## src/qsr_pkg.sv

```systemverilog
// package of register map, field positions and reset values for status tree
package qsr_pkg;
	// ==========================================================
	// geometry
	localparam int          NUM_GRP      = 5;
	localparam int          GRP_W        = 16;
	localparam int          ERR_DEPTH    = 8;
	localparam int          ERR_PTR_W    = 3;
	localparam int          ERR_NUM_W    = 16;
	localparam int          ERR_TXT_W    = 16;
	// ==========================================================
	// group indices
	localparam logic [2:0]  GRP_TOP      = 3'h0;
	localparam logic [2:0]  GRP_SOUND    = 3'h1;
	localparam logic [2:0]  GRP_HWSOUND  = 3'h2;
	localparam logic [2:0]  GRP_LIM1     = 3'h3;
	localparam logic [2:0]  GRP_LIM2     = 3'h4;
	// ==========================================================
	// summary bit positions in parent registers
	localparam int          POS_LIM1_TOP = 10;
	localparam int          POS_LIM2_L1  = 0;
	localparam int          POS_HW_SOUND = 1;
	localparam int          POS_SND_TOP  = 9;
	// ==========================================================
	// per-group register block: byte address = group*0x20 + field offset
	localparam logic [7:0]  OFS_COND     = 8'h00;
	localparam logic [7:0]  OFS_EVENT    = 8'h04;
	localparam logic [7:0]  OFS_ENABLE   = 8'h08;
	localparam logic [7:0]  OFS_RISE     = 8'h0C;
	localparam logic [7:0]  OFS_FALL     = 8'h10;
	localparam int          GRP_SHIFT    = 5;
	// ==========================================================
	// global registers
	localparam logic [7:0]  ADR_CTRL     = 8'hA0;
	localparam logic [7:0]  ADR_QUEUE    = 8'hA4;
	localparam logic [7:0]  ADR_PUSH     = 8'hA8;
	localparam logic [7:0]  ADR_IRQ_STAT = 8'hAC;
	localparam logic [7:0]  ADR_IRQ_MASK = 8'hB0;
	localparam logic [7:0]  ADR_QCNT     = 8'hB4;
	localparam int          CTRL_CLS     = 0;
	localparam int          CTRL_PRESET  = 1;
	localparam int          CTRL_RST     = 2;
	localparam int          CTRL_QEN     = 3;
	// ==========================================================
	// reset and preset values
	localparam logic [15:0] ENABLE_RST   = 16'h0000;
	localparam logic [15:0] RISE_RST     = 16'hFFFF;
	localparam logic [15:0] FALL_RST     = 16'h0000;
	localparam logic [15:0] ENABLE_PRE   = 16'hFFFF;
	localparam logic [15:0] RISE_PRE     = 16'hFFFF;
	localparam logic [15:0] FALL_PRE     = 16'h0000;
	localparam logic [15:0] NO_ERR_NUM   = 16'h0000;
	localparam logic [15:0] NO_ERR_TXT   = 16'h4E45;
	// interrupt bits
	localparam int          IRQ_SUMMARY  = 0;
	localparam int          IRQ_QOVF     = 1;
	localparam int          IRQ_QNONEMP  = 2;
	localparam int          IRQ_W        = 3;
endpackage : qsr_pkg

```

## src/qsr_group.sv

```systemverilog
// one status group: condition, edge filters, event latch, enable, summary
`timescale 1ns/100ps
module qsr_group (
	input  wire logic        sys_clk,
	input  wire logic        resetn,
	input  wire logic [15:0] condIn,
	input  wire logic        clsPulse,
	input  wire logic        presetPulse,
	input  wire logic        evtReadClr,
	input  wire logic        wrEnable,
	input  wire logic        wrRise,
	input  wire logic        wrFall,
	input  wire logic [15:0] wrData,
	output logic      [15:0] cond,
	output logic      [15:0] event_r,
	output logic      [15:0] enable_r,
	output logic      [15:0] rise_r,
	output logic      [15:0] fall_r,
	output logic             summary
);
	logic [15:0] condPrev_r;
	logic [15:0] newEvt;

	// ==========================================================
	// edge detection through filters
	assign cond    = condIn;
	assign newEvt  = (rise_r & condIn & ~condPrev_r)
	               | (fall_r & ~condIn & condPrev_r);
	assign summary = |(event_r & enable_r);

	// previous condition for edge detection
	always_ff @(posedge sys_clk) begin
		if (!resetn) begin
			condPrev_r <= 16'h0000;
		end else begin
			condPrev_r <= condIn;
		end
	end

	// event latch; read-clear and clear-status lose to a new event
	always_ff @(posedge sys_clk) begin
		if (!resetn) begin
			event_r <= 16'h0000;
		end else if (clsPulse || evtReadClr) begin
			event_r <= newEvt;
		end else begin
			event_r <= event_r | newEvt;
		end
	end

	// masks and filters; preset touches only these
	always_ff @(posedge sys_clk) begin
		if (!resetn) begin
			enable_r <= qsr_pkg::ENABLE_RST;
			rise_r   <= qsr_pkg::RISE_RST;
			fall_r   <= qsr_pkg::FALL_RST;
		end else if (presetPulse) begin
			enable_r <= qsr_pkg::ENABLE_PRE;
			rise_r   <= qsr_pkg::RISE_PRE;
			fall_r   <= qsr_pkg::FALL_PRE;
		end else begin
			if (wrEnable) enable_r <= wrData;
			if (wrRise)   rise_r   <= wrData;
			if (wrFall)   fall_r   <= wrData;
		end
	end
endmodule // qsr_group

```

## src/qsr_err_queue.sv

```systemverilog
// error queue: oldest-first, destructive read, number-zero no-error-text entry when empty
`timescale 1ns/100ps
module qsr_err_queue (
	input  wire logic        sys_clk,
	input  wire logic        resetn,
	input  wire logic        flush,
	input  wire logic        push,
	input  wire logic [15:0] pushNum,
	input  wire logic [15:0] pushTxt,
	input  wire logic        pop,
	output logic      [15:0] headNum,
	output logic      [15:0] headTxt,
	output logic      [3:0]  count,
	output logic             overflow
);
	logic [15:0] numMem [qsr_pkg::ERR_DEPTH];
	logic [15:0] txtMem [qsr_pkg::ERR_DEPTH];
	logic [2:0]  rdPtr_r;
	logic [2:0]  wrPtr_r;
	logic [3:0]  cnt_r;
	logic        doPush;
	logic        doPop;

	assign count    = cnt_r;
	assign doPop    = pop && (cnt_r != 4'h0);
	assign doPush   = push && (cnt_r != 4'h8 || doPop);
	assign overflow = push && !doPush;
	// empty queue reports number zero and the no-error text
	assign headNum  = (cnt_r == 4'h0) ? qsr_pkg::NO_ERR_NUM
	                                  : numMem[rdPtr_r];
	assign headTxt  = (cnt_r == 4'h0) ? qsr_pkg::NO_ERR_TXT
	                                  : txtMem[rdPtr_r];

	// storage
	always_ff @(posedge sys_clk) begin
		if (doPush) begin
			numMem[wrPtr_r] <= pushNum;
			txtMem[wrPtr_r] <= pushTxt;
		end
	end

	// pointers and fill level
	always_ff @(posedge sys_clk) begin
		if (!resetn || flush) begin
			rdPtr_r <= 3'h0;
			wrPtr_r <= 3'h0;
			cnt_r   <= 4'h0;
		end else begin
			if (doPush) wrPtr_r <= wrPtr_r + 3'h1;
			if (doPop)  rdPtr_r <= rdPtr_r + 3'h1;
			cnt_r <= cnt_r + {3'h0, doPush} - {3'h0, doPop};
		end
	end
endmodule // qsr_err_queue

```

## src/qsr_status_top.sv

```systemverilog
// status tree top: five groups, error queue, AHB-Lite register slave
// Function
// - instrument reset command leaves status registers unchanged, except queue enable, which a CTRL write without the preset bit loads from bit 3
// - preset changes only filters, enables and queue enabling
// - preset loads every enable mask with all ones
// - preset sets rising filters to ones, falling filters to zeros
// - condition read returns live bits and changes nothing
// - event read returns latched bits and clears the event register
// - rising filter bit latches a zero-to-one condition change
// - falling filter bit latches a one-to-zero condition change
// - enabled event raises the summary bit in the parent register
// - limit-one summary feeds top bit 10; limit-two feeds limit-one bit 0
// - masks and filters are sixteen-bit writable registers
// - two independent limit-check groups, selected by index one or two
// - each group has separate condition and event parts
// - queue read returns oldest entry and removes it
// - queue entry holds signed error number and short text code
// - empty queue read returns number zero and no-error text
`timescale 1ns/100ps
module qsr_status_top (
	input  wire logic        sys_clk,
	input  wire logic        resetn,
	input  wire logic        hsel,
	input  wire logic [31:0] haddr,
	input  wire logic [1:0]  htrans,
	input  wire logic        hwrite,
	input  wire logic [2:0]  hsize,
	input  wire logic [31:0] hwdata,
	input  wire logic        hready,
	output logic             hreadyout,
	output logic             hresp,
	output logic      [31:0] hrdata,
	input  wire logic [15:0] doubtfulCondIn,
	input  wire logic [15:0] soundnessCondIn,
	input  wire logic [15:0] hwSoundnessCondIn,
	input  wire logic [15:0] limit1CondIn,
	input  wire logic [15:0] limit2CondIn,
	output logic             summaryOut,
	output logic             irq
);
	// ==========================================================
	// synchronise condition inputs: three stages, agree on 2 and 3
	logic [79:0] condRaw;
	logic [79:0] sync1_r;
	logic [79:0] sync2_r;
	logic [79:0] sync3_r;
	logic [79:0] condStable_r;

	assign condRaw = {limit2CondIn, limit1CondIn, hwSoundnessCondIn,
	                  soundnessCondIn, doubtfulCondIn};

	// synchroniser chain
	always_ff @(posedge sys_clk) begin
		if (!resetn) begin
			sync1_r <= 80'h0;
			sync2_r <= 80'h0;
			sync3_r <= 80'h0;
		end else begin
			sync1_r <= condRaw;
			sync2_r <= sync1_r;
			sync3_r <= sync2_r;
		end
	end

	// accept a bit change only when stages two and three agree
	always_ff @(posedge sys_clk) begin
		if (!resetn) begin
			condStable_r <= 80'h0;
		end else begin
			condStable_r <= (sync2_r & sync3_r)
			              | (condStable_r & (sync2_r | sync3_r));
		end
	end

	// ==========================================================
	// AHB-Lite address phase capture
	logic        apValid;
	logic        dpValid_r;
	logic        dpWrite_r;
	logic [7:0]  dpAddr_r;
	logic [2:0]  dpGrp;
	logic [7:0]  dpOfs;
	logic        dpHit;

	assign apValid = hsel && hready && htrans[1];
	assign dpGrp   = dpAddr_r[7:5];
	assign dpOfs   = {3'h0, dpAddr_r[4:0]};
	assign dpHit   = (dpGrp < 3'h5) && (dpOfs <= qsr_pkg::OFS_FALL);

	// latch address phase; slave answers with zero wait states
	always_ff @(posedge sys_clk) begin
		if (!resetn) begin
			dpValid_r <= 1'b0;
			dpWrite_r <= 1'b0;
			dpAddr_r  <= 8'h00;
		end else begin
			dpValid_r <= apValid;
			if (apValid) begin
				dpWrite_r <= hwrite;
				dpAddr_r  <= haddr[7:0];
			end
		end
	end

	// response is always OKAY with no wait states
	always_ff @(posedge sys_clk) begin
		if (!resetn) begin
			hreadyout <= 1'b1;
			hresp     <= 1'b0;
		end else begin
			hreadyout <= 1'b1;
			hresp     <= 1'b0;
		end
	end

	// ==========================================================
	// decoded strobes
	logic        wrStrobe;
	logic        rdStrobe;
	logic        apRead;
	logic [7:0]  apAddr;
	logic        clsPulse;
	logic        presetPulse;
	logic        qEnable_r;

	assign wrStrobe    = dpValid_r && dpWrite_r;
	assign apRead      = apValid && !hwrite;
	assign apAddr      = haddr[7:0];
	assign rdStrobe    = apRead;
	assign clsPulse    = wrStrobe && (dpAddr_r == qsr_pkg::ADR_CTRL)
	                     && hwdata[qsr_pkg::CTRL_CLS];
	assign presetPulse = wrStrobe && (dpAddr_r == qsr_pkg::ADR_CTRL)
	                     && hwdata[qsr_pkg::CTRL_PRESET];
	// the instrument reset bit has no effect on status state
	// (CTRL_RST is accepted and deliberately ignored)

	// queue enable, set by preset (queue enabling), writable
	always_ff @(posedge sys_clk) begin
		if (!resetn) begin
			qEnable_r <= 1'b1;
		end else if (presetPulse) begin
			qEnable_r <= 1'b1;
		end else if (wrStrobe && dpAddr_r == qsr_pkg::ADR_CTRL) begin
			qEnable_r <= hwdata[qsr_pkg::CTRL_QEN];
		end
	end

	// ==========================================================
	// the five groups and their summary wiring
	logic [15:0] gCondIn [5];
	logic [15:0] gCond   [5];
	logic [15:0] gEvent  [5];
	logic [15:0] gEnable [5];
	logic [15:0] gRise   [5];
	logic [15:0] gFall   [5];
	logic [4:0]  gSum;

	// summaries feed the parent condition bits
	always_comb begin
		gCondIn[0] = condStable_r[15:0];
		gCondIn[1] = condStable_r[31:16];
		gCondIn[2] = condStable_r[47:32];
		gCondIn[3] = condStable_r[63:48];
		gCondIn[4] = condStable_r[79:64];
		gCondIn[0][qsr_pkg::POS_LIM1_TOP] = gSum[3];
		gCondIn[3][qsr_pkg::POS_LIM2_L1]  = gSum[4];
		gCondIn[1][qsr_pkg::POS_HW_SOUND] = gSum[2];
		gCondIn[0][qsr_pkg::POS_SND_TOP]  = gSum[1];
	end

	// one instance per group, each with its own parts
	for (genvar g = 0; g < qsr_pkg::NUM_GRP; g++) begin : gen_grp
		logic sel;
		assign sel = wrStrobe && dpHit && (dpAddr_r[7:5] == 3'(g));
		qsr_group u_grp (
			.sys_clk     (sys_clk),
			.resetn      (resetn),
			.condIn      (gCondIn[g]),
			.clsPulse    (clsPulse),
			.presetPulse (presetPulse),
			.evtReadClr  (rdStrobe && apAddr[7:5] == 3'(g)
			              && {3'h0, apAddr[4:0]} == qsr_pkg::OFS_EVENT),
			.wrEnable    (sel && dpOfs == qsr_pkg::OFS_ENABLE),
			.wrRise      (sel && dpOfs == qsr_pkg::OFS_RISE),
			.wrFall      (sel && dpOfs == qsr_pkg::OFS_FALL),
			.wrData      (hwdata[15:0]),
			.cond        (gCond[g]),
			.event_r     (gEvent[g]),
			.enable_r    (gEnable[g]),
			.rise_r      (gRise[g]),
			.fall_r      (gFall[g]),
			.summary     (gSum[g])
		);
	end

	// ==========================================================
	// error queue
	logic        qPush;
	logic        qPop;
	logic [15:0] qNum;
	logic [15:0] qTxt;
	logic [3:0]  qCount;
	logic        qOvf;

	assign qPush = wrStrobe && (dpAddr_r == qsr_pkg::ADR_PUSH) && qEnable_r;
	assign qPop  = apRead && (apAddr == qsr_pkg::ADR_QUEUE);

	qsr_err_queue u_queue (
		.sys_clk  (sys_clk),
		.resetn   (resetn),
		.flush    (clsPulse),
		.push     (qPush),
		.pushNum  (hwdata[31:16]),
		.pushTxt  (hwdata[15:0]),
		.pop      (qPop),
		.headNum  (qNum),
		.headTxt  (qTxt),
		.count    (qCount),
		.overflow (qOvf)
	);

	// ==========================================================
	// interrupts: sticky status, write one to clear, set wins
	logic [2:0] irqEvt;
	logic [2:0] irqStat_r;
	logic [2:0] irqMask_r;
	logic       sumPrev_r;
	logic       irqClrWr;

	assign irqEvt   = {qPush, qOvf, gSum[0] & ~sumPrev_r};
	assign irqClrWr = wrStrobe && (dpAddr_r == qsr_pkg::ADR_IRQ_STAT);

	// sticky status bits
	always_ff @(posedge sys_clk) begin
		if (!resetn) begin
			irqStat_r <= 3'h0;
			sumPrev_r <= 1'b0;
		end else begin
			sumPrev_r <= gSum[0];
			irqStat_r <= (irqStat_r & ~(irqClrWr ? hwdata[2:0] : 3'h0))
			           | irqEvt;
		end
	end

	// mask register
	always_ff @(posedge sys_clk) begin
		if (!resetn) begin
			irqMask_r <= 3'h0;
		end else if (wrStrobe && dpAddr_r == qsr_pkg::ADR_IRQ_MASK) begin
			irqMask_r <= hwdata[2:0];
		end
	end

	// registered outputs
	always_ff @(posedge sys_clk) begin
		if (!resetn) begin
			irq        <= 1'b0;
			summaryOut <= 1'b0;
		end else begin
			irq        <= |(irqStat_r & irqMask_r);
			summaryOut <= gSum[0];
		end
	end

	// ==========================================================
	// read data, sampled in the address phase so reads see pre-clear state
	logic [31:0] rdNxt;
	logic [2:0]  aGrp;
	logic [7:0]  aOfs;

	assign aGrp = apAddr[7:5];
	assign aOfs = {3'h0, apAddr[4:0]};

	// read multiplexer
	always_comb begin
		rdNxt = 32'h0000_0000;
		if (aGrp < 3'h5) begin
			case (aOfs)
				qsr_pkg::OFS_COND:   rdNxt = {16'h0000, gCond[aGrp]};
				qsr_pkg::OFS_EVENT:  rdNxt = {16'h0000, gEvent[aGrp]};
				qsr_pkg::OFS_ENABLE: rdNxt = {16'h0000, gEnable[aGrp]};
				qsr_pkg::OFS_RISE:   rdNxt = {16'h0000, gRise[aGrp]};
				qsr_pkg::OFS_FALL:   rdNxt = {16'h0000, gFall[aGrp]};
				default:             rdNxt = 32'h0000_0000;
			endcase
		end else begin
			case (apAddr)
				qsr_pkg::ADR_CTRL:
					rdNxt = {28'h000_0000, qEnable_r, 3'h0};
				qsr_pkg::ADR_QUEUE:    rdNxt = {qNum, qTxt};
				qsr_pkg::ADR_IRQ_STAT: rdNxt = {29'h0, irqStat_r};
				qsr_pkg::ADR_IRQ_MASK: rdNxt = {29'h0, irqMask_r};
				qsr_pkg::ADR_QCNT:     rdNxt = {28'h000_0000, qCount};
				default:               rdNxt = 32'h0000_0000;
			endcase
		end
	end

	// read data register
	always_ff @(posedge sys_clk) begin
		if (!resetn) begin
			hrdata <= 32'h0000_0000;
		end else if (apRead) begin
			hrdata <= rdNxt;
		end
	end
endmodule // qsr_status_top

```

## config.mk

```make
export PLATFORM = sky130hd
export DESIGN_NAME = qsr_status_top
export DESIGN_NICKNAME = d
export VERILOG_FILES = /design/src/qsr_pkg.sv /design/src/qsr_group.sv /design/src/qsr_err_queue.sv /design/src/qsr_status_top.sv
export SDC_FILE = /design/constraint.sdc
export NUM_CORES = 2
export LEC_CHECK = 0
export ABC_AREA = 1
export BUFFER_PORTS_ARGS = -buffer_cell sky130_fd_sc_hd__buf_2
export CAP_MARGIN = 5
export CORE_MARGIN = 1
export CORE_UTILIZATION = 55
export CTS_CLUSTER_DIAMETER = 30
export CTS_CLUSTER_SIZE = 20
export DETAILED_ROUTE_END_ITERATION = 16
export PLACE_DENSITY = 0.83
export SLEW_MARGIN = 20
export SYNTH_ARGS = -nofsm -noshare
export SYNTH_HDL_FRONTEND = slang
export SYNTH_SLANG_ARGS = --single-unit
```

## constraint.sdc

```tcl
create_clock -name sys_clk -period 4.9 [get_ports sys_clk]
set_input_delay 0.98 -clock sys_clk [delete_from_list [all_inputs] [get_ports sys_clk]]
set_output_delay 0.98 -clock sys_clk [all_outputs]
set_load 0.005 [all_outputs]
```

==> Word level (Yosys, flattened, before mapping) <==
Memories as Yosys holds them, arrays and structs flattened. A register that Yosys moved wholly into a read port is not among the register bits.
Index checks and enable logic that the tools add are counted.
{ "word_totals": {"input_bits": 154, "ramBits": 256, "out_inout_bits": 36, "n_memories": 2, "register_bits": 781, "wordCells": 249} }
{ "op_classes": {"n_mux": 42, "n_eq_ne": 25, "bitwise_logic": 57, "add_sub_neg": 4, "n_reduce_logical": 74, "magnitude_cmp": 4} }
{ "mem_list": {"columns": ["memory", "words", "word_bits", "rd", "rd_clocked_by_memory_dff", "wr", "line", "text"], "rows": [
  ["u_queue.numMem", 8, 16, 1, 1, 1, "qsr_err_queue.sv:16", "logic [15:0] numMem [qsr_pkg::ERR_DEPTH];"],
  ["u_queue.txtMem", 8, 16, 1, 1, 1, "qsr_err_queue.sv:17", "logic [15:0] txtMem [qsr_pkg::ERR_DEPTH];"]
]} }
{ "op_table": {"columns": ["cell", "n"], "rows": [
  ["2-to-1 mux 16 bit", 27],
  ["bitwise AND 16 bit", 25],
  ["binary-select mux 16 bit (select 3 bit)", 5],
  ["bitwise AND 80 bit", 2],
  ["NOT 16 bit", 10],
  ["bitwise OR 16 bit", 10],
  ["bitwise OR 80 bit", 2],
  ["one-hot mux 32 bit (5 select lines)", 1],
  ["one-hot mux 16 bit (5 select lines)", 1],
  ["OR reduction 16 bit", 5],
  ["== test 8 bit (second input constant)", 9],
  ["logical AND 1 bit", 47],
  ["2-to-1 mux 32 bit", 1],
  ["== test 5 x 4 -> 1 bit (second input constant)", 4],
  ["2-to-1 mux 3 bit", 5],
  ["== test 3 x 2 -> 1 bit (second input constant)", 4],
  ["== test 5 bit (second input constant)", 2],
  ["nonzero test 2 bit", 5],
  ["logical NOT 8 bit", 1],
  ["logical OR 1 bit", 7],
  ["adder 3 x 1 -> 3 bit (second input constant)", 2],
  ["bitwise AND 3 bit", 2],
  ["== test 3 x 1 -> 1 bit (second input constant)", 2],
  ["== test 3 bit (second input constant)", 2],
  ["other kinds (19)", 25]
]} }

==> Longest topological paths before layout <==
{ "depth": {"word_depth": 10, "ltp_mapped": 15, "mapped_depth_nobuf": 14} }

==> Cells and area by module <==
From an unflattened synthesis, not the netlist that was laid out.
{ "hier_totals": {"cells_unflattened": 6027, "hier_area_um2": 44126.1} }
{ "by_module_without_submodules": {"columns": ["mod", "instances", "seq_area_each_um2", "area_per_inst_um2", "cells_per_inst"], "rows": [
  ["qsr_group", 5, 1601.5, 3363.2, 479],
  ["qsr_status_top", 1, 7106.8, 16123.0, 2600],
  ["qsr_err_queue", 1, 7947.6, 11187.0, 1032]
]} }

==> Least setup slack after synthesis <==
OpenSTA, ideal clock, no wires.
{ "synth_path": {"kind": "input to register", "start": "input port haddr[0]", "end": "memory u_queue.numMem[3][0] (enable)", "required_ns": 4.439, "path_buffers": 0, "path_slack_ns": 0.167, "setup_ns": 0.461, "path_stages": 9, "arrival_ns": 4.272, "path_cell_list": "nor2_2 -> nand3_4 -> nor2_8 -> nand2_4 -> nor2_8 -> nor2_2 -> nor2_8 -> nand2_1 -> nor3_1"} }
{ "synth_between": {"elab_chain_cells": 7} }
{ "synth_rtl": {"columns": ["item", "line", "text"], "rows": [
  ["from (decl)", "qsr_status_top.sv:24", "input wire logic [31:0] haddr,"],
  ["== test 8 bit", "qsr_status_top.sv:206", "assign qPop = apRead && (apAddr == qsr_pkg::ADR_QUEUE);"],
  ["logical AND 1 bit", "qsr_status_top.sv:206", null],
  ["logical AND 1 bit", "qsr_err_queue.sv:25", "assign doPop = pop && (cnt_r != 4'h0);"],
  ["named net u_queue.doPop", "qsr_err_queue.sv:22", "logic doPop;"],
  ["logical OR 1 bit", "qsr_err_queue.sv:26", "assign doPush = push && (cnt_r != 4'h8 || doPop);"],
  ["logical AND 1 bit", "qsr_err_queue.sv:26", null],
  ["named net u_queue.doPush", "qsr_err_queue.sv:21", "logic doPush;"],
  ["2-to-1 mux 1 bit", "qsr_err_queue.sv:36", "if (doPush) begin"],
  ["2-to-1 mux 1 bit (implied by the code)", "qsr_err_queue.sv:37", "numMem[wrPtr_r] <= pushNum;"],
  ["to (decl)", "qsr_err_queue.sv:16", null]
]} }
The timed path passes the listed nets, and every way through them passes these cells.

==> Final worst setup path <==
{ "layout_path": {"start": "register dpAddr_r[0]", "end": "register gen_grp[2].u_grp.rise_r[3]"} }
{ "layout_between": {"elab_chain_cells": 5, "elab_cells_between_ends": 10, "classes_between": "1 x order compare; 2 x eq/ne; 7 x reduce/logical"} }
{ "layout_rtl": {"columns": ["item", "line", "text"], "rows": [
  ["from (decl)", "qsr_status_top.sv:80", "logic [7:0] dpAddr_r;"],
  ["from (signal assigned)", "qsr_status_top.sv:100", "dpAddr_r <= haddr[7:0];"],
  ["less-or-equal comparator 5 bit", "qsr_status_top.sv:88", "assign dpHit = (dpGrp < 3'h5) && (dpOfs <= qsr_pkg::OFS_FALL);"],
  ["logical AND 1 bit", "qsr_status_top.sv:88", null],
  ["logical AND 1 bit (2 in series)", "qsr_status_top.sv:174", "assign sel = wrStrobe && dpHit && (dpAddr_r[7:5] == 3'(g));"],
  ["logical AND 1 bit", "qsr_status_top.sv:184", ".wrRise (sel && dpOfs == qsr_pkg::OFS_RISE),"],
  ["to (signal assigned)", "qsr_group.sv:55", "rise_r <= qsr_pkg::RISE_RST;"],
  ["to (signal assigned)", "qsr_group.sv:59", "rise_r <= qsr_pkg::RISE_PRE;"],
  ["to (signal assigned)", "qsr_group.sv:63", "if (wrRise) rise_r <= wrData;"],
  ["to (decl)", "qsr_group.sv:17", "output logic [15:0] rise_r,"]
]} }
Parallel ways exist; a longest one is shown, timed or not.
A chain may end at the register's enable or synchronous reset.

==> impl_metrics.ini <==
[run_status]
status = finished, final reports clean

[timing]
fin_crit_sh_pct = 70.1
worst_hold_slack_ps = 368
fin_tns_setup_ps = 0
max-slew-margin-rel_pct = 15.3
fin_max_slew_vios = 0
finalHoldViolCount = 0
fmax_ghz = 0.291
final.setup.worst_slack_ps = 1460
final_period_minus_worst_setup_slack_ps = 3440
setup_viol_count_final = 0
grt_setup_unrepaired = false
worst-slew-pin-transition_ps = 1270
clock-skew-final_ps = 70.1

[clock_tree]
cts_stage_hold_buffer_count = 0
tritoncts = built
clockBufferDepth = 3
post_cts.resized_instances = 0
cts_sinks = 1024
worst_setup_hold_path_clk_slew_ps = 60
numCtsBuffers = 178
htree_num_levels = 4
root_buffer = sky130_fd_sc_hd__clkbuf_16
number_of_buffers_inserted_to_repair_setup_after_cts = 0
worstSkewPairLatency_ps = 800

[flow_run]
drv.max_cap_violation_count = 0

[detailed_routing]
detailroute.via_count = 35900
drtAntennaViolNets = 0
drt-initial-drc-count = 4522
first_pass_iters = 7
drt-total-wl_mm = 133
detail_route.wl_per_cell_um = 20.9
detail_route.drc_violations = 0
route.detailed.vias_per_inst = 5.65

[global_route]
grt_max_degree = 269
grt.total_usage_pct = 35.1
first_global_vias = 34100
antenna_found_initial = 7
grt_pass1_wl_mm = 198
grt_overflow_total = 0

[critical_path]
critical_path.max_fanout = 20
worstPathBufferInverterCount = 2
critical_path_cell_by_cell = nor2_1 > nand3_1 > a21oi_2 > nand2_1 > nor2_2 > buf_4 > inv_1 > o211ai_1
critical-path-max-stage-delay_ps = 670
setup.worst_path.class = flip-flop to flip-flop
cp.required_ps = 5550
rr_startpoint = dpAddr_r[0]$_SDFFE_PN0N_
critPathCaptureType = flip-flop
crit_slowest_cell = sky130_fd_sc_hd__a21oi_2
worstSetupStartpointType = flip-flop
slack_of_the_worst_reg_to_reg_path_ps = 1460
cp_data_arrival_time_ps = 4080
timing.reg2reg.worst_path_depth = 8
critPathTopFamily = compound AO/OA/AOI/OAI gates
regToRegEndpoint = gen_grp[2].u_grp.rise_r[3]$_SDFFE_PP1P_

[die]
core_area_sq_um = 73000
fp.dieW_um = 274
total_die_area_sq_um = 74900
floorplan.initialDensity_pct = 55.6
floorplan.io_pins = 190
core.rowCount = 99
floorplan.die.height_um = 274

[synthesis]
synth.distinct_cells = 44
synth_warnings = 0
synth_top_area_cell = sky130_fd_sc_hd__dfxtp_1
yosys-top-cells-area = sky130_fd_sc_hd__dfxtp_1 38%, sky130_fd_sc_hd__edfxtp_1 19%, sky130_fd_sc_hd__nand2_1 14%
ys_ff_latch = 1024
syn-mean-instance-area_sq_um = 7.97
syn_area_sq_um = 40600
synth.yosys.seq_area_share_pct = 56.8
count_of_mapped_cells_out_of_synthesis = 5094
synth_top_area_share_pct = 37.9
syn_nets = 5257

[finish]
finalNetCount = 5397
multi_input_comb_area_sq_um = 14500
drive_above_1_share_pct = 11.1
syn2layout_area_growth_pct = 19.8
seqCellArea_sq_um = 23100
number_of_fillers_in_the_final_layout = 5541

[power]
power.total_mw = 22.5
vdd_ir_drop_max_mv = 0.347
leakagePower_nw = 22.0
power_density_nw_per_um2 = 462

[min_path]
hold_path.class = input pin to flip-flop
worst_hold_startpoint = hwSoundnessCondIn[14]
min_to = sync1_r[46]$_SDFF_PN0_
hold_path_depth = 3

[placed_design]
routability_driven_placement_congestion_ratio = 1.04
placement.setup.worst_slack_ps = 1130
numPortBuffers = 155
dp_hpwl_mm = 81.1
==> power breakdown <==
group	internal [mW]	switching, mW	total, mW
registers	8.75	0.0481	8.80
logic	0.142	0.482	0.623
clock network	8.49	4.54	13.0
==> layout by cell type, fill, tap and decap left out, types with 35 or more instances in the layout <==
master / count
sky130_fd_sc_hd__a21oi_1: 400
sky130_fd_sc_hd__a31oi_1: 52
sky130_fd_sc_hd__buf_2: 153
sky130_fd_sc_hd__buf_4: 62
sky130_fd_sc_hd__clkbuf_16: 181
sky130_fd_sc_hd__clkinv_2: 36
sky130_fd_sc_hd__dfxtp_1: 767
sky130_fd_sc_hd__edfxtp_1: 256
sky130_fd_sc_hd__inv_1: 519
sky130_fd_sc_hd__nand2_1: 1534
sky130_fd_sc_hd__nand3_1: 208
sky130_fd_sc_hd__nor2_1: 481
sky130_fd_sc_hd__nor3_1: 50
sky130_fd_sc_hd__o211ai_1: 35
sky130_fd_sc_hd__o21ai_0: 376
==> stage by stage <==
stage          instances  instance area, sq um  util [%]
2_1_floorplan       5094                 40600         -
3_3_place_gp        6013                 42100      57.7
3_5_place_dp        6013                 42100      57.7
4_1_cts             6345                 48600      66.6
5_1_grt             6347                 48600      66.7
6_report            6348                 48600      66.7
==> worst max path at each step <==
stage	from	endpoint	slack, ps	depth (start not counted)
2_1_floorplan	haddr[0]	u_queue.numMem[3][0]$_DFFE_PP_	170	9
3_3_place_gp	hsel	gen_grp[0].u_grp.event_r[10]$_SDFF_PN0_	1180	11
3_5_place_dp	hsel	gen_grp[0].u_grp.event_r[10]$_SDFF_PN0_	1130	11
4_1_cts	dpAddr_r[0]$_SDFFE_PN0N_	gen_grp[2].u_grp.rise_r[3]$_SDFFE_PP1P_	1710	8
5_1_grt	dpAddr_r[0]$_SDFFE_PN0N_	gen_grp[2].u_grp.rise_r[3]$_SDFFE_PP1P_	1470	9
6_report	dpAddr_r[0]$_SDFFE_PN0N_	gen_grp[2].u_grp.rise_r[3]$_SDFFE_PP1P_	1460	8
==> routing by layer <==
metal,vias up,GRT usage [%],part of all wire (%)
met2,2133,53.1,44
li1,16700,-,-
met1,16500,42.3,36
met3,531,8.92,11
met4,4,28.3,8.6
met5,-,0,0.017
==> synthesized netlist by cell type, drive strengths merged <==
library cell and instances:
fa 1, o2111ai 2, o21a 2, clkbuf 173
nor3b 3, nand2 1544, xor2 1, or2 1
nand3b 1, o21ai 383, nand4 19, dfxtp 768
a22oi 10, buf 88, a21oi 405, a31oi 52
o211ai 35, inv 533, nor4 1, nor2 494
edfxtp 256, nor3 59, o22ai 4, o31ai 4
a211oi 7, clkinv 4, ha 8, nand3 217
conb 2, o221ai 17
==> sequential cells by signal (all words and copies together) (netlist names), 3 cells and up, named ones only <==
signal,cells
gen_grp.u_grp.rise_r,80
gen_grp.u_grp.fall_r,80
irqStat_r,3
gen_grp.u_grp.enable_r,80
gen_grp.u_grp.event_r,80
u_queue.rdPtr_r,3
u_queue.wrPtr_r,3
u_queue.txtMem,128
gen_grp.u_grp.condPrev_r,80
sync1_r,76
dpAddr_r,8
u_queue.count,4
sync3_r,76
irqMask_r,3
condStable_r,76
hrdata,32
u_queue.numMem,128
sync2_r,76
==> tightest hold or removal path, cell delays in order <==
cell,delay [ps]
sky130_fd_sc_hd__buf_2,70
sky130_fd_sc_hd__nand2_1,40
sky130_fd_sc_hd__inv_1,40
==> area by class of cell <==
| cell class | count | area share, % |
|---|---|---|
| antenna | 3 | 0.0154 |
| multi-input combinational | 3272 | 29.8 |
| clock buffer | 215 | 9.93 |
| clock inverter | 117 | 3.45 |
| sequential | 1024 | 47.4 |
| inverter | 537 | 4.15 |
| timing repair buffer | 221 | 2.77 |
| tap | 959 | 2.47 |
==> logic make-up (layout without fill, tap and decap cells) <==
logic type	count (synthesis)	after routing	synth area share (%)
DFF	1024	1024	56.8
buffers and inverters	798	1090	7.69
other	2	5	0.0185
xor gates and xnor gates	1	1	0.0216
AOI/OAI and AO/OA	921	921	12.1
and+or+nand+nor	2339	2339	23.1
adders and majority gates	9	9	0.296
Power figures use the tool's default switching activity.
